File: config.mk
export PLATFORM = sky130hd
export DESIGN_NAME = sbl_black_level_ctrl
export DESIGN_NICKNAME = d
export VERILOG_FILES = /design/src/design/sbl_pkg.sv /design/src/design/sbl_loop_if.sv /design/src/design/sbl_black_loop.sv /design/src/design/sbl_black_level_ctrl.sv
export SDC_FILE = /design/constraint.sdc
export NUM_CORES = 1
export LEC_CHECK = 0
export ABC_AREA = 1
export BUFFER_PORTS_ARGS = -buffer_cell sky130_fd_sc_hd__buf_4
export CELL_PAD_IN_SITES_DETAIL_PLACEMENT = 1
export CELL_PAD_IN_SITES_GLOBAL_PLACEMENT = 1
export CORE_MARGIN = 2
export CORE_UTILIZATION = 44
export CTS_BUF_LIST = sky130_fd_sc_hd__clkbuf_16
export DETAILED_ROUTE_END_ITERATION = 12
export GPL_TIMING_DRIVEN = 1
export PLACE_DENSITY = 0.85
export SYNTH_ARGS = -nofsm -noshare
export SYNTH_HDL_FRONTEND = slang
export SYNTH_SLANG_ARGS = --single-unit
export TNS_END_PERCENT = 50
File: constraint.sdc
create_clock -name clk_sys -period 3.6 [get_ports clk_sys]
set_input_delay 0.36 -clock clk_sys [delete_from_list [all_inputs] [get_ports clk_sys]]
set_output_delay 0.36 -clock clk_sys [all_outputs]
set_load 0.01 [all_outputs]
File: src/design/sbl_pkg.sv
// shared constants, register map and helpers of the black level and analog control bank
package sbl_pkg;

    // ============================================================
    // register indexes on the serial control bus (8-bit index space)
    localparam logic [7:0] IDX_BLK_OFS_HI = 8'h70; // external black offset, upper three bits
    localparam logic [7:0] IDX_BLK_OFS_LO = 8'h71; // external black offset, lower byte
    localparam logic [7:0] IDX_BLK_SETUP = 8'h72; // black_cancel_setup
    localparam logic [7:0] IDX_ACTL0 = 8'h75; // analog_control_zero
    localparam logic [7:0] IDX_ACTL1 = 8'h76; // analog_control_one
    localparam logic [7:0] IDX_CONV = 8'h77; // converter_setup
    localparam logic [7:0] IDX_ATEST = 8'h78; // analog_test

    // ============================================================
    // reset values
    localparam logic [7:0] RST_BLK_OFS_HI = 8'h07; // -64 upper part
    localparam logic [7:0] RST_BLK_OFS_LO = 8'hC0; // -64 lower part
    localparam logic [7:0] RST_BLK_SETUP = 8'h31; // mode 01, time constant 100, narrow band
    localparam logic [7:0] RST_ACTL0 = 8'h00;
    localparam logic [7:0] RST_ACTL1 = 8'h00;
    localparam logic [7:0] RST_CONV = 8'h5A; // stepped, view cascode, diff ramp, low bits 10
    localparam logic [7:0] RST_ATEST = 8'h00;

    // ============================================================
    // writable bit masks; bits outside read back as zero
    localparam logic [7:0] MSK_BLK_OFS_HI = 8'h07;
    localparam logic [7:0] MSK_BLK_SETUP = 8'h3F;
    localparam logic [7:0] MSK_CONV = 8'h7F;
    localparam logic [7:0] MSK_ATEST = 8'h1F;

    // ============================================================
    // field positions
    localparam int BS_MODE_LO = 0; // cancellation mode, two bits
    localparam int BS_TC_LO = 2; // time constant, three bits
    localparam int BS_NARROW = 5; // narrow deadband select
    localparam int A0_CLAMP = 0;
    localparam int A0_TEST = 1;
    localparam int A0_WREF_LO = 2; // white reference, two bits
    localparam int A0_ANTIBLOOM = 4;
    localparam int A0_DIFF_CLK_PD = 5;
    localparam int A0_MEM_CMP_PD = 6;
    localparam int A0_CCS_PD = 7;
    localparam int A1_STANDBY = 0;
    localparam int A1_RAMP_PD = 1;
    localparam int A1_COL_ADC_PD = 2;
    localparam int A1_ARRAY_REG_PD = 3;
    localparam int A1_AUDIO_REG_PD = 4;
    localparam int A1_TOPREF_PD = 5;
    localparam int A1_RAMP_CM = 6;
    localparam int A1_CMP_BIAS = 7;
    localparam int CV_DOUBLER = 2;
    localparam int CV_DIFF_RAMP = 3;
    localparam int CV_VIEW_CAS = 4;
    localparam int CV_VIEW_TEST = 5;
    localparam int CV_STEPPED = 6;
    localparam int AT_MEM_TEST = 0;
    localparam int AT_TOPREF_LO = 1; // top reference voltage select, two bits
    localparam int AT_PHASE_LO = 3; // integration phasing, two bits

    // ============================================================
    // cancellation modes and loop constants
    localparam logic [1:0] MODE_INTERNAL = 2'b01;
    localparam logic [1:0] MODE_EXTERNAL = 2'b11;
    localparam int BL_FRAC = 8; // fractional bits of the leaky integrator
    localparam int SUM_W = 13; // signed width of pixel plus offset arithmetic
    localparam int DB_WIDE = 4; // deadband half width, codes
    localparam int DB_NARROW = 2;
    localparam logic [9:0] PIX_MAX = 10'h3FF;

    // loop state, gray along acc -> upd -> acc
    typedef enum logic [0:0] {
        SBL_ST_ACC = 1'b0,
        SBL_ST_UPD = 1'b1
    } sbl_state_t;

    // clamp a signed sum into the 10-bit pixel range
    function automatic logic [9:0] sbl_clip(input logic signed [SUM_W-1:0] v);
        logic [9:0] r;
        r = v[9:0];
        if (v < 0) begin
            r = 10'h000;
        end else if (v > $signed({3'b000, PIX_MAX})) begin
            r = PIX_MAX;
        end
        return r;
    endfunction

endpackage

File: src/design/sbl_loop_if.sv
// carrier between the register bank and the black level loop
`timescale 1ns/1ps
interface sbl_loop_if #(parameter int PIX_W = 10);
    logic [PIX_W-1:0] pix; // raw pixel
    logic pix_vld; // pixel strobe
    logic black; // pixel belongs to a black line
    logic [2:0] tc; // time constant
    logic narrow; // narrow deadband
    logic [PIX_W-1:0] avg; // reported black average
    logic avg_vld; // one-cycle pulse with a new average
    logic signed [PIX_W+1:0] est; // tracked black level, integer part
    modport ctrl (output pix, pix_vld, black, tc, narrow, input avg, avg_vld, est);
    modport loop (input pix, pix_vld, black, tc, narrow, output avg, avg_vld, est);
endinterface

File: src/design/sbl_black_loop.sv
// black pixel accumulator, averager and leaky integrator
`timescale 1ns/1ps
module sbl_black_loop import sbl_pkg::*; #(
    parameter int PIX_W = 10,
    parameter int SAMPLES_LOG2 = 4,
    parameter int TARGET = 64
) (
    input wire logic clk_sys,
    input wire logic rstn,
    sbl_loop_if.loop lp
);
    // ============================================================
    // declarations
    localparam int ACC_W = PIX_W + SAMPLES_LOG2;
    localparam int INT_W = PIX_W + 2;
    localparam int IW = INT_W + BL_FRAC;
    logic [ACC_W-1:0] acc_q; // running black sum
    logic [ACC_W-1:0] acc_sum; // sum including current pixel
    logic [SAMPLES_LOG2-1:0] cnt_q; // samples taken
    logic wrap; // last sample of a block
    logic [PIX_W-1:0] avg_q;
    logic avg_vld_q;
    sbl_state_t state_q;
    logic signed [IW-1:0] integ_q; // level estimate, fixed point
    logic signed [INT_W-1:0] err; // average minus estimate
    logic signed [IW-1:0] step; // scaled correction
    logic signed [INT_W-1:0] db; // deadband half width
    logic in_band;

    assign acc_sum = acc_q + ACC_W'(lp.pix);
    assign wrap = lp.pix_vld && lp.black && (cnt_q == {SAMPLES_LOG2{1'b1}});
    assign err = $signed({2'b00, avg_q}) - integ_q[IW-1:BL_FRAC];
    assign step = $signed({err, {BL_FRAC{1'b0}}}) >>> lp.tc;
    assign db = lp.narrow ? INT_W'(DB_NARROW) : INT_W'(DB_WIDE);
    assign in_band = (err <= db) && (err >= -db);
    assign lp.avg = avg_q;
    assign lp.avg_vld = avg_vld_q;
    assign lp.est = integ_q[IW-1:BL_FRAC];

    // ============================================================
    // accumulate black pixels in every mode; a power of two keeps the divide a shift
    always_ff @(posedge clk_sys or negedge rstn) begin
        if (!rstn) begin
            acc_q <= '0;
            cnt_q <= '0;
        end else if (wrap) begin
            acc_q <= '0;
            cnt_q <= '0;
        end else if (lp.pix_vld && lp.black) begin
            acc_q <= acc_sum;
            cnt_q <= cnt_q + 1'b1;
        end
    end

    // average and report, one pulse per block
    always_ff @(posedge clk_sys or negedge rstn) begin
        if (!rstn) begin
            avg_q <= '0;
            avg_vld_q <= 1'b0;
        end else begin
            avg_vld_q <= wrap;
            if (wrap) begin
                avg_q <= acc_sum[ACC_W-1:SAMPLES_LOG2];
            end
        end
    end

    // sequencer: one update cycle after each new average
    always_ff @(posedge clk_sys or negedge rstn) begin
        if (!rstn) begin
            state_q <= SBL_ST_ACC;
        end else begin
            case (state_q)
                SBL_ST_ACC: state_q <= wrap ? SBL_ST_UPD : SBL_ST_ACC;
                SBL_ST_UPD: state_q <= SBL_ST_ACC;
                default: state_q <= SBL_ST_ACC;
            endcase
        end
    end

    // leaky integrator; larger time constant means smaller steps
    always_ff @(posedge clk_sys or negedge rstn) begin
        if (!rstn) begin
            integ_q <= IW'(TARGET) <<< BL_FRAC;
        end else if (state_q == SBL_ST_UPD && !in_band) begin
            integ_q <= integ_q + step;
        end
    end

    // ============================================================
    // checks
    a_deadband_hold: assert property (@(posedge clk_sys) disable iff (!rstn)
        state_q == SBL_ST_UPD && in_band |=> $stable(integ_q) ##1 $stable(integ_q))
        else $error("integrator moved inside deadband");
    a_tc_zero_jump: assert property (@(posedge clk_sys) disable iff (!rstn)
        state_q == SBL_ST_UPD && !in_band && lp.tc == 3'h0 |=> lp.est == $signed({2'b00, $past(avg_q)}))
        else $error("time constant zero did not jump to average");
    a_avg_pulse: assert property (@(posedge clk_sys) disable iff (!rstn)
        wrap |=> lp.avg_vld && lp.avg == $past(acc_sum[ACC_W-1:SAMPLES_LOG2]) ##1 !lp.avg_vld)
        else $error("black average not reported");

endmodule

File: src/design/sbl_black_level_ctrl.sv
// black level cancellation and analog control register bank
`timescale 1ns/1ps
// Operation
// - low mode bit zero: measure only, pass pixels
// - mode 01: add internal offset to pixels
// - mode 11: apply programmed external offset instead
// - three-bit time constant sets loop speed
// - hold integrator within deadband, four or two
// - control zero: clamp and bit-line test enables
// - control zero bits 3:2 select white reference
// - control zero bit 4 enables anti-blooming
// - control zero bit 5 powers down differential clock comparator
// - bits 6,7 power down memory comparator, current source
// - control one bit 0 selects standby
// - control one bits 1-5 individual power downs
// - bit 6 ramp common mode, bit 7 bias
// - converter stepped ramp and differential ramp enables
// - converter view selections for observation output
// - analog test bits 4:3 integration phase delay
// - external offset eleven-bit two's complement register pair
module sbl_black_level_ctrl import sbl_pkg::*; #(
    parameter int PIX_W = 10,
    parameter int SAMPLES_LOG2 = 4,
    parameter int TARGET = 64
) (
    input wire logic clk_sys,
    input wire logic rstn,
    input wire logic reg_wr,
    input wire logic reg_rd,
    input wire logic [7:0] reg_idx,
    input wire logic [7:0] reg_wdata,
    output logic [7:0] reg_rdata,
    input wire logic [PIX_W-1:0] pix_in,
    input wire logic pix_in_vld,
    input wire logic pix_in_black,
    output logic [PIX_W-1:0] pix_out,
    output logic pix_out_vld,
    output logic [PIX_W-1:0] black_avg,
    output logic black_avg_vld,
    output logic bl_clamp_en,
    output logic bl_test_en,
    output logic [1:0] white_ref_sel,
    output logic anti_bloom_en,
    output logic diff_clk_cmp_pd,
    output logic mem_cmp_pd,
    output logic controlled_current_source_pd,
    output logic standby,
    output logic ramp_gen_pd,
    output logic column_adc_pd,
    output logic array_regulator_powerdown,
    output logic audio_regulator_powerdown,
    output logic top_reference_voltage_amp_pd,
    output logic ramp_cm_fixed,
    output logic cmp_bias_low,
    output logic voltage_doubler_en,
    output logic diff_ramp_en,
    output logic view_cascode,
    output logic ramp_view_test,
    output logic stepped_ramp_en,
    output logic mem_test_en,
    output logic [1:0] top_reference_voltage_sel,
    output logic [1:0] line_integration_phase,
    output logic [1:0] read_integration_phase
);
    // ============================================================
    // register state
    logic [7:0] ofs_hi_q; // external offset, bits 10:8 in 2:0
    logic [7:0] ofs_lo_q; // external offset, bits 7:0
    logic [7:0] setup_q; // black_cancel_setup
    logic [7:0] actl0_q; // analog_control_zero
    logic [7:0] actl1_q; // analog_control_one
    logic [7:0] conv_q; // converter_setup
    logic [7:0] atest_q; // analog_test
    logic [7:0] rdata_q; // read answer
    logic [PIX_W-1:0] pix_q; // corrected pixel
    logic pix_vld_q;
    logic [PIX_W-1:0] avg_out_q; // registered copy of the loop average
    logic avg_vld_out_q;

    // ============================================================
    // pixel path signals
    logic [1:0] mode; // cancellation mode
    logic signed [10:0] ext_ofs; // programmed offset
    logic signed [SUM_W-1:0] int_ofs; // internally derived offset
    logic signed [SUM_W-1:0] ofs_sel; // offset in use
    logic signed [SUM_W-1:0] pix_sum; // pixel plus offset

    sbl_loop_if #(.PIX_W(PIX_W)) lp_if ();

    // ============================================================
    // black level loop
    sbl_black_loop #(
        .PIX_W(PIX_W),
        .SAMPLES_LOG2(SAMPLES_LOG2),
        .TARGET(TARGET)
    ) u_loop (
        .clk_sys(clk_sys),
        .rstn(rstn),
        .lp(lp_if.loop)
    );

    // loop sees raw pixels in every mode so the average is always reported
    assign lp_if.pix = pix_in;
    assign lp_if.pix_vld = pix_in_vld;
    assign lp_if.black = pix_in_black;
    assign lp_if.tc = setup_q[BS_TC_LO +: 3];
    assign lp_if.narrow = setup_q[BS_NARROW];

    // ============================================================
    // register writes; masked bits never store, so they read back zero
    always_ff @(posedge clk_sys or negedge rstn) begin
        if (!rstn) begin
            ofs_hi_q <= RST_BLK_OFS_HI;
            ofs_lo_q <= RST_BLK_OFS_LO;
            setup_q <= RST_BLK_SETUP;
            actl0_q <= RST_ACTL0;
            actl1_q <= RST_ACTL1;
            conv_q <= RST_CONV;
            atest_q <= RST_ATEST;
        end else if (reg_wr) begin
            case (reg_idx)
                IDX_BLK_OFS_HI: ofs_hi_q <= reg_wdata & MSK_BLK_OFS_HI;
                IDX_BLK_OFS_LO: ofs_lo_q <= reg_wdata;
                IDX_BLK_SETUP: setup_q <= reg_wdata & MSK_BLK_SETUP;
                IDX_ACTL0: actl0_q <= reg_wdata;
                IDX_ACTL1: actl1_q <= reg_wdata;
                IDX_CONV: conv_q <= reg_wdata & MSK_CONV;
                IDX_ATEST: atest_q <= reg_wdata & MSK_ATEST;
                default: begin
                    // unmapped index, write dropped
                end
            endcase
        end
    end

    // ============================================================
    // read answer, one cycle after the strobe; unmapped reads give zero
    always_ff @(posedge clk_sys or negedge rstn) begin
        if (!rstn) begin
            rdata_q <= 8'h00;
        end else if (reg_rd) begin
            case (reg_idx)
                IDX_BLK_OFS_HI: rdata_q <= ofs_hi_q;
                IDX_BLK_OFS_LO: rdata_q <= ofs_lo_q;
                IDX_BLK_SETUP: rdata_q <= setup_q;
                IDX_ACTL0: rdata_q <= actl0_q;
                IDX_ACTL1: rdata_q <= actl1_q;
                IDX_CONV: rdata_q <= conv_q;
                IDX_ATEST: rdata_q <= atest_q;
                default: rdata_q <= 8'h00;
            endcase
        end
    end

    // ============================================================
    // offset selection
    assign mode = setup_q[BS_MODE_LO +: 2];
    assign ext_ofs = $signed({ofs_hi_q[2:0], ofs_lo_q});
    // the estimate tracks raw black, so the offset pulls black onto the target
    assign int_ofs = SUM_W'(TARGET) - SUM_W'(lp_if.est);

    always_comb begin
        ofs_sel = '0;
        if (mode == MODE_EXTERNAL) begin
            ofs_sel = SUM_W'(ext_ofs);
        end else if (mode == MODE_INTERNAL) begin
            ofs_sel = int_ofs;
        end
    end

    assign pix_sum = $signed({{(SUM_W - PIX_W){1'b0}}, pix_in}) + ofs_sel;

    // ============================================================
    // corrected pixel stream, one cycle latency, clipped to range
    always_ff @(posedge clk_sys or negedge rstn) begin
        if (!rstn) begin
            pix_q <= '0;
            pix_vld_q <= 1'b0;
        end else begin
            pix_vld_q <= pix_in_vld;
            if (pix_in_vld) begin
                pix_q <= sbl_clip(pix_sum);
            end
        end
    end

    // average report, registered for a clean output
    always_ff @(posedge clk_sys or negedge rstn) begin
        if (!rstn) begin
            avg_out_q <= '0;
            avg_vld_out_q <= 1'b0;
        end else begin
            avg_vld_out_q <= lp_if.avg_vld;
            avg_out_q <= lp_if.avg;
        end
    end

    // ============================================================
    // outputs, all straight from the registers above
    assign reg_rdata = rdata_q;
    assign pix_out = pix_q;
    assign pix_out_vld = pix_vld_q;
    assign black_avg = avg_out_q;
    assign black_avg_vld = avg_vld_out_q;
    // analog control zero
    assign bl_clamp_en = actl0_q[A0_CLAMP];
    assign bl_test_en = actl0_q[A0_TEST];
    assign white_ref_sel = actl0_q[A0_WREF_LO +: 2];
    assign anti_bloom_en = actl0_q[A0_ANTIBLOOM];
    // only the differential receiver drops; the single-ended clock stays live
    assign diff_clk_cmp_pd = actl0_q[A0_DIFF_CLK_PD];
    assign mem_cmp_pd = actl0_q[A0_MEM_CMP_PD];
    assign controlled_current_source_pd = actl0_q[A0_CCS_PD];
    // analog control one; standby leaves the bandgap running
    assign standby = actl1_q[A1_STANDBY];
    assign ramp_gen_pd = actl1_q[A1_RAMP_PD];
    assign column_adc_pd = actl1_q[A1_COL_ADC_PD];
    assign array_regulator_powerdown = actl1_q[A1_ARRAY_REG_PD];
    assign audio_regulator_powerdown = actl1_q[A1_AUDIO_REG_PD];
    assign top_reference_voltage_amp_pd = actl1_q[A1_TOPREF_PD];
    assign ramp_cm_fixed = actl1_q[A1_RAMP_CM];
    assign cmp_bias_low = actl1_q[A1_CMP_BIAS];
    // converter setup; the doubler is left to software
    assign voltage_doubler_en = conv_q[CV_DOUBLER];
    assign diff_ramp_en = conv_q[CV_DIFF_RAMP];
    assign view_cascode = conv_q[CV_VIEW_CAS];
    assign ramp_view_test = conv_q[CV_VIEW_TEST];
    assign stepped_ramp_en = conv_q[CV_STEPPED];
    // analog test; both integration phases follow one field
    assign mem_test_en = atest_q[AT_MEM_TEST];
    assign top_reference_voltage_sel = atest_q[AT_TOPREF_LO +: 2];
    assign line_integration_phase = atest_q[AT_PHASE_LO +: 2];
    assign read_integration_phase = atest_q[AT_PHASE_LO +: 2];

    // ============================================================
    // checks
    a_bypass_pass: assert property (@(posedge clk_sys) disable iff (!rstn)
        pix_in_vld && !mode[0] |=> pix_out_vld && pix_out == $past(pix_in))
        else $error("pixel altered with cancellation off");
    a_internal_apply: assert property (@(posedge clk_sys) disable iff (!rstn)
        pix_in_vld && mode == MODE_INTERNAL |=>
        pix_out == sbl_clip($signed({3'b000, $past(pix_in)}) + SUM_W'(TARGET) - SUM_W'($past(lp_if.est))))
        else $error("internal offset not applied");
    a_external_apply: assert property (@(posedge clk_sys) disable iff (!rstn)
        pix_in_vld && mode == MODE_EXTERNAL |=>
        pix_out == sbl_clip($signed({3'b000, $past(pix_in)}) + SUM_W'($past(ext_ofs))))
        else $error("external offset not applied");
    a_clamp_write: assert property (@(posedge clk_sys) disable iff (!rstn)
        reg_wr && reg_idx == IDX_ACTL0 |=> bl_clamp_en == $past(reg_wdata[0]) && bl_test_en == $past(reg_wdata[1]))
        else $error("clamp or test enable not updated");
    a_white_ref: assert property (@(posedge clk_sys) disable iff (!rstn)
        reg_wr && reg_idx == IDX_ACTL0 |=> white_ref_sel == $past(reg_wdata[3:2]))
        else $error("white reference not updated");
    a_standby_set: assert property (@(posedge clk_sys) disable iff (!rstn)
        reg_wr && reg_idx == IDX_ACTL1 && reg_wdata[0] |=> standby ##1 (standby || $past(reg_wr)))
        else $error("standby not entered");
    a_phase_both: assert property (@(posedge clk_sys) disable iff (!rstn)
        reg_wr && reg_idx == IDX_ATEST |=>
        line_integration_phase == $past(reg_wdata[4:3]) && read_integration_phase == line_integration_phase)
        else $error("integration phasing wrong");
    a_unused_zero: assert property (@(posedge clk_sys) disable iff (!rstn)
        reg_rd && reg_idx == IDX_BLK_SETUP |=> reg_rdata[7:6] == 2'b00)
        else $error("unused setup bits read non zero");
    a_unmapped_zero: assert property (@(posedge clk_sys) disable iff (!rstn)
        reg_rd && (reg_idx == 8'h73 || reg_idx == 8'h74) |=> reg_rdata == 8'h00)
        else $error("unmapped index read non zero");

endmodule

==> metrics.md, run 1 <==
| Metric | Value |
|---|---|
| Rows | `50` |
| Hold Path Class | `in2reg` |
| Max Root-Sink Buffers | `2` |
| Post-Layout Inst Area | `11,700 µm²` |
| Hold Vio Cnt, Final | `0` |
| First-pass GRT wire length | `50,500 µm` |
| WHS | `0.0516 ns` |
| DR vias/cell | `6.19` |
| Post-Syn Instances | `1,199` |
| Number of synthesized flops with an enable pin | `0` |
| FF-to-FF Start | `u_loop.integ_q[10]$_DFFE_PN0P_` |
| Final clock skew | `0.0161 ns` |
| Layout Utilization | `62.1%` |
| Initial Utilization | `45.2%` |
| TritonCTS sink count | `124` |
| Synth Area per Inst | `7.12 µm²` |
| Inserted Clock Buffers | `17` |
| H-tree depth | `4` |
| GRT busiest layer | `met2` |
| Worst Max-Slew Pin Slew | `1.05 ns` |
| Drt wl/cell | `25.3 µm` |
| Gr usage total | `32.0%` |
| Startpoint Class | `register` |
| Pwr Density | `1100 nW/µm²` |
| Area share of the largest cell type after synthesis | `32.5%` |
| Global Route met1 Usage | `39.9%` |
| Area Growth Syn to Fin | `37.6%` |
| Largest net degree at the start of global routing | `71` |
| Die area | `20,500 µm²` |
| Initial DRC count | `1,077` |
| Critical path startpoint | `u_loop.integ_q[10]$_DFFE_PN0P_` |
| Synth area leader | `dfrtp_1` |
| Detailed Route WL | `42,300 µm` |
| Hold Buf Count CTS | `0` |
| Leak | `6.09 nW` |
| Met2 usage | `55.0%` |
| Failing checks | `negative setup slack` |
| Crit path max fanout | `7` |
| Unrepaired setup endpoints after global routing | `yes` |
| Slew margin rel. | `29.8%` |
| Synth Flop Type | `dfrtp_1` |
| Synth unique cells | `46` |
| VDD IR max | `0.000588 V` |
| Syn nets | `1,288` |
| CP Capture Type | `register` |
| Sequential area share after synthesis | `36.5%` |
| Asr flop ratio synth | `100%` |
| Worst reg2reg setup slack | `-0.39 ns` |
| Die W | `143 µm` |
| Status | `finished with violations` |
| Minimum clock period | `3.99 ns` |
| Clock Latency Late Sink | `0.46 ns` |
| Height of the die | `143 µm` |
| Dpl ws | `-0.147 ns` |
| Post-DRT Antenna Nets | `0` |
| Detailed-route via count | `10,360` |
| Initial antenna violation count | `0` |
| CTS Root Cell | `clkbuf_16` |
| Post-route setup slack | `-0.392 ns` |
| Crit Path Category | `reg2reg` |
| CP arrival | `4.38 ns` |
| Detailed Place HPWL | `23,100 µm` |
| Core Area | `18,900 µm²` |
| Final net count | `1,491` |
| CP required | `3.98 ns` |
| Layout cells sized above 1 | `31.6%` |
| Achievable frequency | `0.250 GHz` |
| HP Start | `pix_in_vld` |
| Period utilisation layout | `111%` |
| Vias in the first global route | `9,661` |
| IO Pins | `90` |
| CTS tree | `done` |
| Fin. max-slew vios | `0` |
| Ant. Diodes | `0` |
| Placed instance area | `10,100 µm²` |
| Port-buffer cells | `89` |
| Yosys warnings | `0` |
| Synth Register Bits | `124` |
| Max-cap violation count | `0` |
| Final setup violation count | `24` |
| GPL Wtd Cong | `1.01` |
| Drt first pass iters | `5` |
| Clk slew on worst S/H paths | `0.07 ns` |
| Ranking of synthesized cells by area | `dfrtp_1, nand2_1, ha_1, o21ai_0, inv_1` |
| DR DRC count | `0` |
| Grt total ovfl | `0` |
| Synthesized area | `8530 µm²` |
| Met3 usage | `5.50%` |
==> layer usage <==
layer  routed length, µm  up-vias
met4                3010        0
met3                3000      238
met5                   0        -
met1               15900     5130
met2               20400      650
li1                    -     4342
==> sequential cells by signal (all words and copies together), names as in the netlist <==
signal and flops:
actl0_q 8, actl1_q 8, atest_q 5, black_avg 10, black_avg_vld 1, conv_q 7, ofs_hi_q 3, ofs_lo_q 8
pix_out 10, pix_out_vld 1, reg_rdata 8, setup_q 6, u_loop.acc_q 14, u_loop.cnt_q 4, u_loop.integ_q 19, u_loop.lp.avg 10
u_loop.lp.avg_vld 1, u_loop.state_q 1
==> path summary, 6_finish.rpt <==
kind | end | cells after the start
max in group asynchronous | conv_q[3]$_DFFE_PN1P_ | 2
worst max-delay path | u_loop.integ_q[13]$_DFFE_PN0P_ | 23
worst max register to register | u_loop.integ_q[13]$_DFFE_PN0P_ | 23
min in group asynchronous | u_loop.cnt_q[2]$_DFFE_PN0P_ | 1
worst min register to register | black_avg_vld$_DFF_PN0_ | 0
worst min-delay path | pix_out_vld$_DFF_PN0_ | 1
==> repair_timing <==
| item | in CTS | in global routing |
|---|---|---|
| setup buffers | 2 | 17 |
| endpoints found under the setup margin | 20 | 24 |
| gates cloned | 0 | 0 |
| pin swaps | 5 | 83 |
| gates resized for setup | 41 | 202 |
==> layout by cell type, fill, tap and decap left out, drive strengths merged, types with 3 or more instances in the layout <==
cell type | Yosys | final
nand4 | 32 | 32
a21o | 3 | 3
o211ai | 7 | 7
clkbuf | 12 | 17
ha | 53 | 53
o21ai | 120 | 120
nor3 | 6 | 6
nor2 | 79 | 79
clkinv | 3 | 8
clkinvlp | 0 | 3
nor4 | 3 | 3
nand3 | 65 | 65
inv | 135 | 140
nand3b | 3 | 3
a31oi | 5 | 5
a21oi | 53 | 53
dfrtp | 111 | 111
o22ai | 4 | 4
fa | 4 | 4
xor2 | 21 | 21
dfstp | 13 | 13
a22o | 6 | 6
xnor2 | 11 | 11
nand2 | 423 | 423
nor3b | 3 | 3
buf | 11 | 207
==> metrics by stage <==
step | instances | setup TNS [ns] | total power [mW]
6_report | 1675 | -3.70 | 12.9
5_1_grt | 1675 | -6.73 | 13.4
4_1_cts | 1658 | 0 | 10.1
3_5_place_dp | 1624 | -1.03 | 7.81
3_3_place_gp | 1624 | -0.173 | 7.58
2_1_floorplan | 1199 | 0 | 5.39
==> cell type report <==
type | instances | area, µm²
flip-flops and latches | 124 | 3120
multi-input cells | 914 | 5620
fillers | 2373 | 7150
inverters | 138 | 518
clock inverters | 15 | 161
well taps | 260 | 325
clock buffers | 17 | 425
repair buffers | 207 | 1570
==> synthesized netlist by cell type, types with 4 or more instances <==
| cell type | count |
|---|---|
| nand2_1 | 413 |
| inv_1 | 130 |
| o21ai_0 | 120 |
| dfrtp_1 | 111 |
| nor2_1 | 74 |
| nand3_1 | 61 |
| ha_1 | 53 |
| a21oi_1 | 52 |
| nand4_1 | 31 |
| xor2_1 | 21 |
| dfstp_2 | 13 |
| clkbuf_1 | 12 |
| xnor2_1 | 11 |
| nand2_2 | 9 |
| o211ai_1 | 7 |
| a22o_1 | 6 |
| a31oi_1 | 5 |
| buf_6 | 5 |
| inv_2 | 5 |
| nor2_2 | 5 |
| nor3_1 | 5 |
| fa_1 | 4 |
| o22ai_1 | 4 |
==> cell families (layout without fill, tap and decap cells) <==
logic type / count (synthesis) / count (layout) / share of synthesized area, %
simple gates: 618 / 618 / 30.6
fa+ha+maj: 57 / 57 / 8.71
xor+xnor: 32 / 32 / 3.28
compound gates: 206 / 206 / 13.1
mux: 1 / 1 / 0.117
buf+inv: 161 / 377 / 7.64
flops: 124 / 124 / 36.5
==> report_power, final <==
group,internal [mW],switching [mW],leakage [nW]
combinational,3.50,5.61,4.22
sequential,1.67,0.250,1.59
clock,1.03,0.802,0.282
total,6.20,6.66,6.09
==> worst max-delay path, cell delays in order (launching register included) <==
cell and delay, ns:
dfrtp_1 0.39, inv_2 0.10, ha_4 0.34, nand2_1 0.11, nor2_1 0.20, nand2_1 0.13, nand4_1 0.13, nand2_2 0.13
inv_1 0.11, nand2_1 0.08, o21ai_2 0.11, nand2_1 0.11, o211ai_1 0.17, o21ai_1 0.17, ha_1 0.42, nand2_1 0.15
nor2_4 0.14, nand3_1 0.11, nand3_2 0.12, nand2_1 0.08, nand2_1 0.08, xor2_1 0.18, nand4_1 0.15, nand2_1 0.18
(Power assumes the default switching activity.)
==> run 2, diff against run 1 <==
--- a/config.mk
+++ b/config.mk
@@ -9,12 +9,12 @@
 export BUFFER_PORTS_ARGS = -buffer_cell sky130_fd_sc_hd__buf_4
 export CELL_PAD_IN_SITES_DETAIL_PLACEMENT = 1
 export CELL_PAD_IN_SITES_GLOBAL_PLACEMENT = 1
-export CORE_MARGIN = 2
-export CORE_UTILIZATION = 44
+export CORE_UTILIZATION = 40
 export CTS_BUF_LIST = sky130_fd_sc_hd__clkbuf_16
 export DETAILED_ROUTE_END_ITERATION = 12
 export GPL_TIMING_DRIVEN = 1
-export PLACE_DENSITY = 0.85
+export PLACE_DENSITY = 0.78
+export SETUP_SLACK_MARGIN = 0.02
 export SYNTH_ARGS = -nofsm -noshare
 export SYNTH_HDL_FRONTEND = slang
 export SYNTH_SLANG_ARGS = --single-unit
==> run 2 against run 1 <==
Against the previous run:
- the run ends with negative hold slack, negative setup slack left
- worst hold slack worse by 0.059 ns
- combinational power down 8.5%
- largest power group unchanged
- total power down 6.3%
- highest routed layer unchanged
- critical endpoint is now u_loop.integ_q[15]$_DFFE_PN0P_
==> metrics.md, run 2 (synthesized netlist as in run 1, its figures left out) <==
| Metric | Value |
|---|---|
| IO Pins | `90 (unchanged)` |
| Drt first pass iters | `5 (unchanged)` |
| Initial Utilization | `40.7% (-4.4 points)` |
| Max FFs per register | `19 (unchanged)` |
| Commonest non-fill, non-tap cells in the layout | `nand2_1, buf_4, inv_1, dfrtp_1, o21ai_0` |
| Placed instance area | `10,200 µm² (+0.48%)` |
| Detailed Place HPWL | `23,700 µm (+2.9%)` |
| Most flops, register | `u_loop.integ_q` |
| Max-cap violation count | `0 (unchanged)` |
| CP Depth | `24 (+4.3%)` |
| Status | `finished with violations` |
| Slew margin rel. | `40.9% (+11 points)` |
| Grt total ovfl | `0 (unchanged)` |
| VDD IR max | `0.000431 V (-27%)` |
| Leak | `6.13 nW (+0.77%)` |
| Overall Power | `12.1 mW (-6.3%)` |
| Minimum clock period | `3.61 ns (-0.380 ns)` |
| First-pass GRT wire length | `49,400 µm (-2.2%)` |
| CP arrival | `3.98 ns (-0.40 ns)` |
| Achievable frequency | `0.277 GHz (+11%)` |
| Worst Max-Slew Pin Slew | `0.887 ns (-0.166 ns)` |
| Core Area | `21,000 µm² (+11%)` |
| Worst path most repeated cell | `nand2_1` |
| Detailed Route WL | `33,500 µm (-21%)` |
| RR Endpoint | `u_loop.integ_q[15]$_DFFE_PN0P_` |
| Crit Path Category | `reg2reg` |
| TritonCTS sink count | `124 (unchanged)` |
| Rows | `53 (+6.0%)` |
| Fillers | `2,623 (+11%)` |
| Pwr Density | `1020 nW/µm² (-6.9%)` |
| Most common cell after layout, fill and taps aside | `nand2_1` |
| Post-Layout Inst Area | `11,800 µm² (+0.60%)` |
| Worst path bufs/invs | `5 (+3)` |
| CTS tree | `done` |
| Die W | `148 µm (+3.4%)` |
| CTS Root Cell | `clkbuf_16` |
| Height of the die | `148 µm (+3.4%)` |
| Worst reg2reg setup slack | `-0.01 ns (+0.38 ns)` |
| Critical path startpoint | `u_loop.lp.avg[0]$_DFFE_PN0P_` |
| Largest regs | `u_loop.integ_q: 19 flops, u_loop.acc_q: 14 flops` |
| Unrepaired setup endpoints after global routing | `yes` |
| Crit-path max cell delay | `0.43 ns (about the same)` |
| Final clock skew | `0.0124 ns (-0.00366 ns)` |
| CP required | `3.97 ns (about the same)` |
| Initial antenna violation count | `0 (unchanged)` |
| Fin. max-slew vios | `0 (unchanged)` |
| Layout cells sized above 1 | `31.5% (-0.13 points)` |
| Period utilisation layout | `100% (-11 points)` |
| Startpoint Class | `register` |
| Post-route setup slack | `-0.0130 ns (+0.380 ns)` |
| WHS | `-0.00706 ns (-0.0587 ns)` |
| Area Growth Syn to Fin | `38.4%` |
| Vias in the first global route | `9,433 (-2.4%)` |
| Crit path to | `u_loop.integ_q[15]$_DFFE_PN0P_` |
| Post-DRT Antenna Nets | `0 (unchanged)` |
| Die area | `21,900 µm² (+6.8%)` |
| CP Cell Sequence | `inv_2 > ha_4 > inv_2 > fa_2 > nand2_1 > nand2_2 > buf_4 > inv_1 > nand2_1 > o21ai_2 > nand2_2 > buf_4 > nand2_1 > nand2_1 > nand2_2 > ha_4 > a21o_1 > nor2_4 > nor2_1 > nor2_2 > o21ai_4 > xor2_1 > nand4_1 > nand2_1` |
| Detailed-route via count | `9,294 (-10%)` |
| Inserted Clock Buffers | `17 (unchanged)` |
| Clock Latency Late Sink | `0.44 ns (-0.02 ns)` |
| FF-to-FF Start | `u_loop.lp.avg[0]$_DFFE_PN0P_` |
| Clk slew on worst S/H paths | `0.06 ns (about the same)` |
| Dpl ws | `-0.482 ns (-0.335 ns)` |
| CP delay by family, top | `simple AND/OR/NAND/NOR gates` |
| H-tree depth | `4 (unchanged)` |
| Failing checks | `negative hold slack, negative setup slack` |
| Ant. Diodes | `0 (unchanged)` |
| CP Capture Type | `register` |
| Hold Vio Cnt, Final | `3 (+3)` |
| Final net count | `1,497 (+0.40%)` |
| Initial DRC count | `528 (-51%)` |
| DR DRC count | `0 (unchanged)` |
| Max Root-Sink Buffers | `2 (unchanged)` |
| CP max-delay cell | `fa_2` |
| Crit path max fanout | `5 (-2)` |
| GPL Wtd Cong | `0.917 (-8.8%)` |
| Largest net degree at the start of global routing | `60 (-15%)` |
| Drt wl/cell | `19.8 µm (-22%)` |
| Port-buffer cells | `89 (unchanged)` |
| Gr usage total | `29.2% (-2.8 points)` |
| R2R depth | `24 (+4.3%)` |
| DR vias/cell | `5.48 (-11%)` |
| Final setup violation count | `1 (-96%)` |
| Hold Path Class | `in2async` |
run 2: metrics by stage:
stage | utilization [%] | hold slack [ns] | TNS (ns) | std cells
6_report | 56.4 | -0.00706 | -0.0130 | 1696
3_3_place_gp | 48.6 | 0.335 | -1.40 | 1643
2_1_floorplan | - | 0.0644 | 0 | 1199
3_5_place_dp | 48.6 | 0.350 | -2.40 | 1643
4_1_cts | 52.1 | 0.0147 | 0 | 1677
5_1_grt | 56.4 | 0.0488 | -1.39 | 1696
run 2: timing repair:
item	CTS	global route
setup endpoints to repair	21	24
buffers inserted	2	19
resized for setup	36	197
pin swaps	4	68
hold buffers	0	0
run 2: worst reg2reg max path: cells and delay by family (launching register included):
family / cells / cell delay (ns)
AND/OR/NAND/NOR: 12 / 1.26
adder cells (fa/ha/maj): 3 / 0.79
buffers and inverters: 5 / 0.53
AO/OA/AOI/OAI: 3 / 0.42
flip-flops: 1 / 0.39
XOR/XNOR: 1 / 0.18
run 2: how the worst min path moves through the flow:
stage,from,endpoint,slack [ns],cells past startpoint
2_1_floorplan,rstn,actl0_q[0]$_DFFE_PN0P_,0.06,0
3_3_place_gp,u_loop.lp.avg_vld$_DFF_PN0_,black_avg_vld$_DFF_PN0_,0.34,0
3_5_place_dp,u_loop.lp.avg_vld$_DFF_PN0_,black_avg_vld$_DFF_PN0_,0.35,0
4_1_cts,rstn,u_loop.acc_q[1]$_DFFE_PN0P_,0.01,1
5_1_grt,rstn,u_loop.acc_q[1]$_DFFE_PN0P_,0.05,1
6_report,rstn,u_loop.acc_q[2]$_DFFE_PN0P_,-0.007,1
run 2: cell type report:
type | instances | area [µm²] | area share, %
Inverter | 138 | 523 | 4.43
Tap cell | 275 | 344 | 2.91
Sequential cell | 124 | 3120 | 26.4
Timing Repair Buffer | 213 | 1620 | 13.7
Clock inverter | 15 | 180 | 1.53
Clock buffer | 17 | 425 | 3.60
Multi-Input combinational cell | 914 | 5600 | 47.4
run 2: power breakdown:
| part | switching, mW | internal, mW |
|---|---|---|
| Combinational | 4.77 | 3.57 |
| Clock | 0.755 | 1.05 |
| Sequential | 0.234 | 1.67 |
| Total | 5.76 | 6.29 |
run 2: routing by layer:
| layer | track usage [%] | vias to the layer above | wire length, µm |
|---|---|---|---|
| met1 | 36.5 | 4617 | 14100 |
| li1 | - | 4343 | - |
| met3 | 4.54 | 81 | 1430 |
| met2 | 50.8 | 253 | 16900 |
| met4 | 10.7 | 0 | 1070 |
| met5 | 0 | - | 0 |
==> run 3, diff against run 2 <==
--- a/config.mk
+++ b/config.mk
@@ -9,11 +9,12 @@
 export BUFFER_PORTS_ARGS = -buffer_cell sky130_fd_sc_hd__buf_4
 export CELL_PAD_IN_SITES_DETAIL_PLACEMENT = 1
 export CELL_PAD_IN_SITES_GLOBAL_PLACEMENT = 1
-export CORE_UTILIZATION = 40
+export CORE_ASPECT_RATIO = 0.9
+export CORE_UTILIZATION = 44
 export CTS_BUF_LIST = sky130_fd_sc_hd__clkbuf_16
 export DETAILED_ROUTE_END_ITERATION = 12
 export GPL_TIMING_DRIVEN = 1
-export PLACE_DENSITY = 0.78
+export PLACE_DENSITY = 0.85
 export SETUP_SLACK_MARGIN = 0.02
 export SYNTH_ARGS = -nofsm -noshare
 export SYNTH_HDL_FRONTEND = slang
==> constraint.sdc (replaced) <==
create_clock -name clk_sys -period 3.6 [get_ports clk_sys]
set_input_delay 0.36 -clock clk_sys [delete_from_list [all_inputs] [get_ports clk_sys]]
set_output_delay 0.36 -clock clk_sys [all_outputs]
set_load 0.05 [all_outputs]
==> run 3 against run 2 <==
Against the previous run:
- the flow still finishes with violations (negative hold slack, negative setup slack)
- clock power grew 4%
- sequential cell count is the same
- register-to-register slack lost 0.23 ns
- worst hold slack lost 0.026 ns
- maximum frequency shrank 6.0%
- combinational power grew 6.0%
- critical path depth shrank 1
- utilization grew 4.7 points
- largest power group unchanged
==> metrics.md, run 3 (synthesized netlist as in run 1, its figures left out) <==
| Metric | Value |
|---|---|
| Hold Buf Count CTS | `0 (unchanged)` |
| Core Area | `18,700 µm² (-11%)` |
| Most flops, register | `u_loop.integ_q` |
| Achievable frequency | `0.260 GHz (-6.0%)` |
| CTS Root Cell | `clkbuf_16` |
| Commonest non-fill, non-tap cells in the layout | `nand2_1, buf_4, inv_1, dfrtp_1, o21ai_0` |
| Port-buffer cells | `89 (unchanged)` |
| Crit path max fanout | `5 (unchanged)` |
| Final net count | `1,478 (-1.3%)` |
| CP Depth | `23 (-4.2%)` |
| Inserted Clock Buffers | `17 (unchanged)` |
| Status | `finished with violations` |
| Max FFs per register | `19 (unchanged)` |
| Failing checks | `negative hold slack, negative setup slack` |
| Initial DRC count | `920 (+74%)` |
| Dpl ws | `-0.270 ns (+0.212 ns)` |
| Pwr Density | `1110 nW/µm² (+8.4%)` |
| CTS tree | `done` |
| Height of the die | `134 µm (-9.4%)` |
| Largest net degree at the start of global routing | `57 (-5.0%)` |
| Die area | `20,000 µm² (-9.0%)` |
| First-pass GRT wire length | `50,900 µm (+2.9%)` |
| Period utilisation layout | `107% (+6.4 points)` |
| IO Pins | `90 (unchanged)` |
| Grt total ovfl | `0 (unchanged)` |
| Final setup violation count | `11 (+10)` |
| CP delay by family, top | `simple AND/OR/NAND/NOR gates` |
| H-tree depth | `4 (unchanged)` |
| CP max-delay cell | `fa_2` |
| CP Capture Type | `register` |
| GPL Wtd Cong | `0.967 (+5.5%)` |
| WHS | `-0.0327 ns (-0.0257 ns)` |
| Placed insts | `1,594 (-3.0%)` |
| Detailed-route via count | `9,941 (+7.0%)` |
| Crit-path max cell delay | `0.45 ns (+0.02 ns)` |
| Initial antenna violation count | `1 (+1)` |
| Startpoint Class | `register` |
| Max-cap violation count | `0 (unchanged)` |
| Post-route setup slack | `-0.244 ns (-0.231 ns)` |
| Ant. Diodes | `0 (unchanged)` |
| Drt wl/cell | `23.1 µm (+17%)` |
| Gr usage total | `33.1% (+3.9 points)` |
| Crit Path Category | `reg2reg` |
| Clk slew on worst S/H paths | `0.07 ns (about the same)` |
| CP required | `3.98 ns (about the same)` |
| CP Cell Sequence | `inv_2 > ha_4 > inv_2 > fa_2 > inv_2 > nand2_1 > nand2_2 > inv_1 > nand2_1 > o21ai_2 > o21ai_2 > buf_4 > buf_4 > mux2i_1 > ha_1 > nand2_2 > buf_6 > nor4_4 > nand2_1 > nand2_2 > xor2_2 > nand4_1 > nand2_1` |
| Largest regs | `u_loop.integ_q: 19 flops, u_loop.acc_q: 14 flops` |
| Unrepaired setup endpoints after global routing | `yes` |
| Die W | `149 µm (+0.50%)` |
| Leak | `5.99 nW (-2.2%)` |
| Worst path bufs/invs | `7 (+2)` |
| TritonCTS sink count | `124 (unchanged)` |
| CP arrival | `4.23 ns (+0.25 ns)` |
| Minimum clock period | `3.84 ns (+0.231 ns)` |
| Setup TNS Final | `-1.58 ns (-1.57 ns)` |
| Clock Latency Late Sink | `0.46 ns (+0.02 ns)` |
| Overall Power | `12.6 mW (+4.8%)` |
| Slew margin rel. | `35.0% (-5.9 points)` |
| Detailed Route WL | `38,100 µm (+14%)` |
| R2R depth | `23 (-4.2%)` |
| Worst Max-Slew Pin Slew | `0.974 ns (+0.0879 ns)` |
| Worst path most repeated cell | `nand2_1` |
| Most common cell after layout, fill and taps aside | `nand2_1` |
| Post-DRT Antenna Nets | `0 (unchanged)` |
| VDD IR max | `0.000531 V (+23%)` |
| Layout cells sized above 1 | `28.2% (-3.3 points)` |
| DR vias/cell | `6.04 (+10%)` |
| Fin. max-slew vios | `0 (unchanged)` |
| Final clock skew | `0.0107 ns (-0.00168 ns)` |
| Hold Path Class | `in2async` |
| Detailed Place HPWL | `22,800 µm (-4.2%)` |
| Fillers | `2,337 (-11%)` |
| Max Root-Sink Buffers | `2 (unchanged)` |
| Initial Utilization | `45.6% (+4.9 points)` |
| Layout Cells excl Fill | `1,647 (-2.9%)` |
| Drt first pass iters | `8 (+3)` |
| Area Growth Syn to Fin | `33.8%` |
| Rows | `47 (-11%)` |
| DR DRC count | `0 (unchanged)` |
| Hold Vio Cnt, Final | `14 (+11)` |
| Vias in the first global route | `9,576 (+1.5%)` |
run 3: cell types whose count changed in the layout (fill, tap and decap cells not counted), sizes merged:
| cell | change |
|---|---|
| buf | -19 |
| clkinv | -2 |
| clkinvlp | +1 |
| inv | +1 |
run 3: area by class of cell:
type / instances / area (µm²) / share of cell area, %
multi-input combinational: 914 / 5390 / 47.2
tap: 245 / 307 / 2.69
clock inverter: 15 / 178 / 1.56
timing repair buffer: 194 / 1480 / 12.9
clock buffer: 17 / 425 / 3.73
inverter: 138 / 523 / 4.58
sequential: 124 / 3120 / 27.3
run 3: power breakdown:
| part | leakage, nW | internal (mW) | switching [mW] |
|---|---|---|---|
| clock | 0.287 | 1.05 | 0.838 |
| combinational | 4.12 | 3.33 | 5.51 |
| sequential | 1.59 | 1.67 | 0.240 |
| total | 5.99 | 6.05 | 6.58 |
run 3: final timing paths:
check	from	to	slack, ns
max in group asynchronous	rstn	ofs_hi_q[2]$_DFFE_PN1P_	2.68
worst min register to register	u_loop.lp.avg_vld$_DFF_PN0_	black_avg_vld$_DFF_PN0_	0.35
worst min-delay path	rstn	u_loop.cnt_q[1]$_DFFE_PN0P_	-0.03
min in group clk_sys	pix_in_vld	pix_out_vld$_DFF_PN0_	0.07
worst max register to register	u_loop.lp.avg[0]$_DFFE_PN0P_	u_loop.integ_q[16]$_DFFE_PN0P_	-0.24
worst max-delay path	u_loop.lp.avg[0]$_DFFE_PN0P_	u_loop.integ_q[16]$_DFFE_PN0P_	-0.24
run 3: per-stage QoR:
| step | area (µm²) | util [%] |
|---|---|---|
| after floorplan | 8530 | - |
| after global placement | 10000 | 53.6 |
| after detailed placement | 10000 | 53.6 |
| after CTS | 10800 | 57.6 |
| after global routing | 11400 | 61.0 |
| final | 11400 | 61.0 |
run 3: per-layer routing:
layer,vias to the layer above,share of wire (%),global-route usage (%)
li1,4312,-,-
met1,4905,39,43.2
met2,555,49,55.7
met3,167,7.7,6.02
met4,2,4.2,10.2
met5,-,0.034,0
run 3: repair_timing:
action / CTS / global route
pin swaps: 16 / 55
buffers inserted: 6 / 15
gates resized for setup: 42 / 150
gates cloned: 0 / 0
endpoints found under the setup margin: 15 / 23
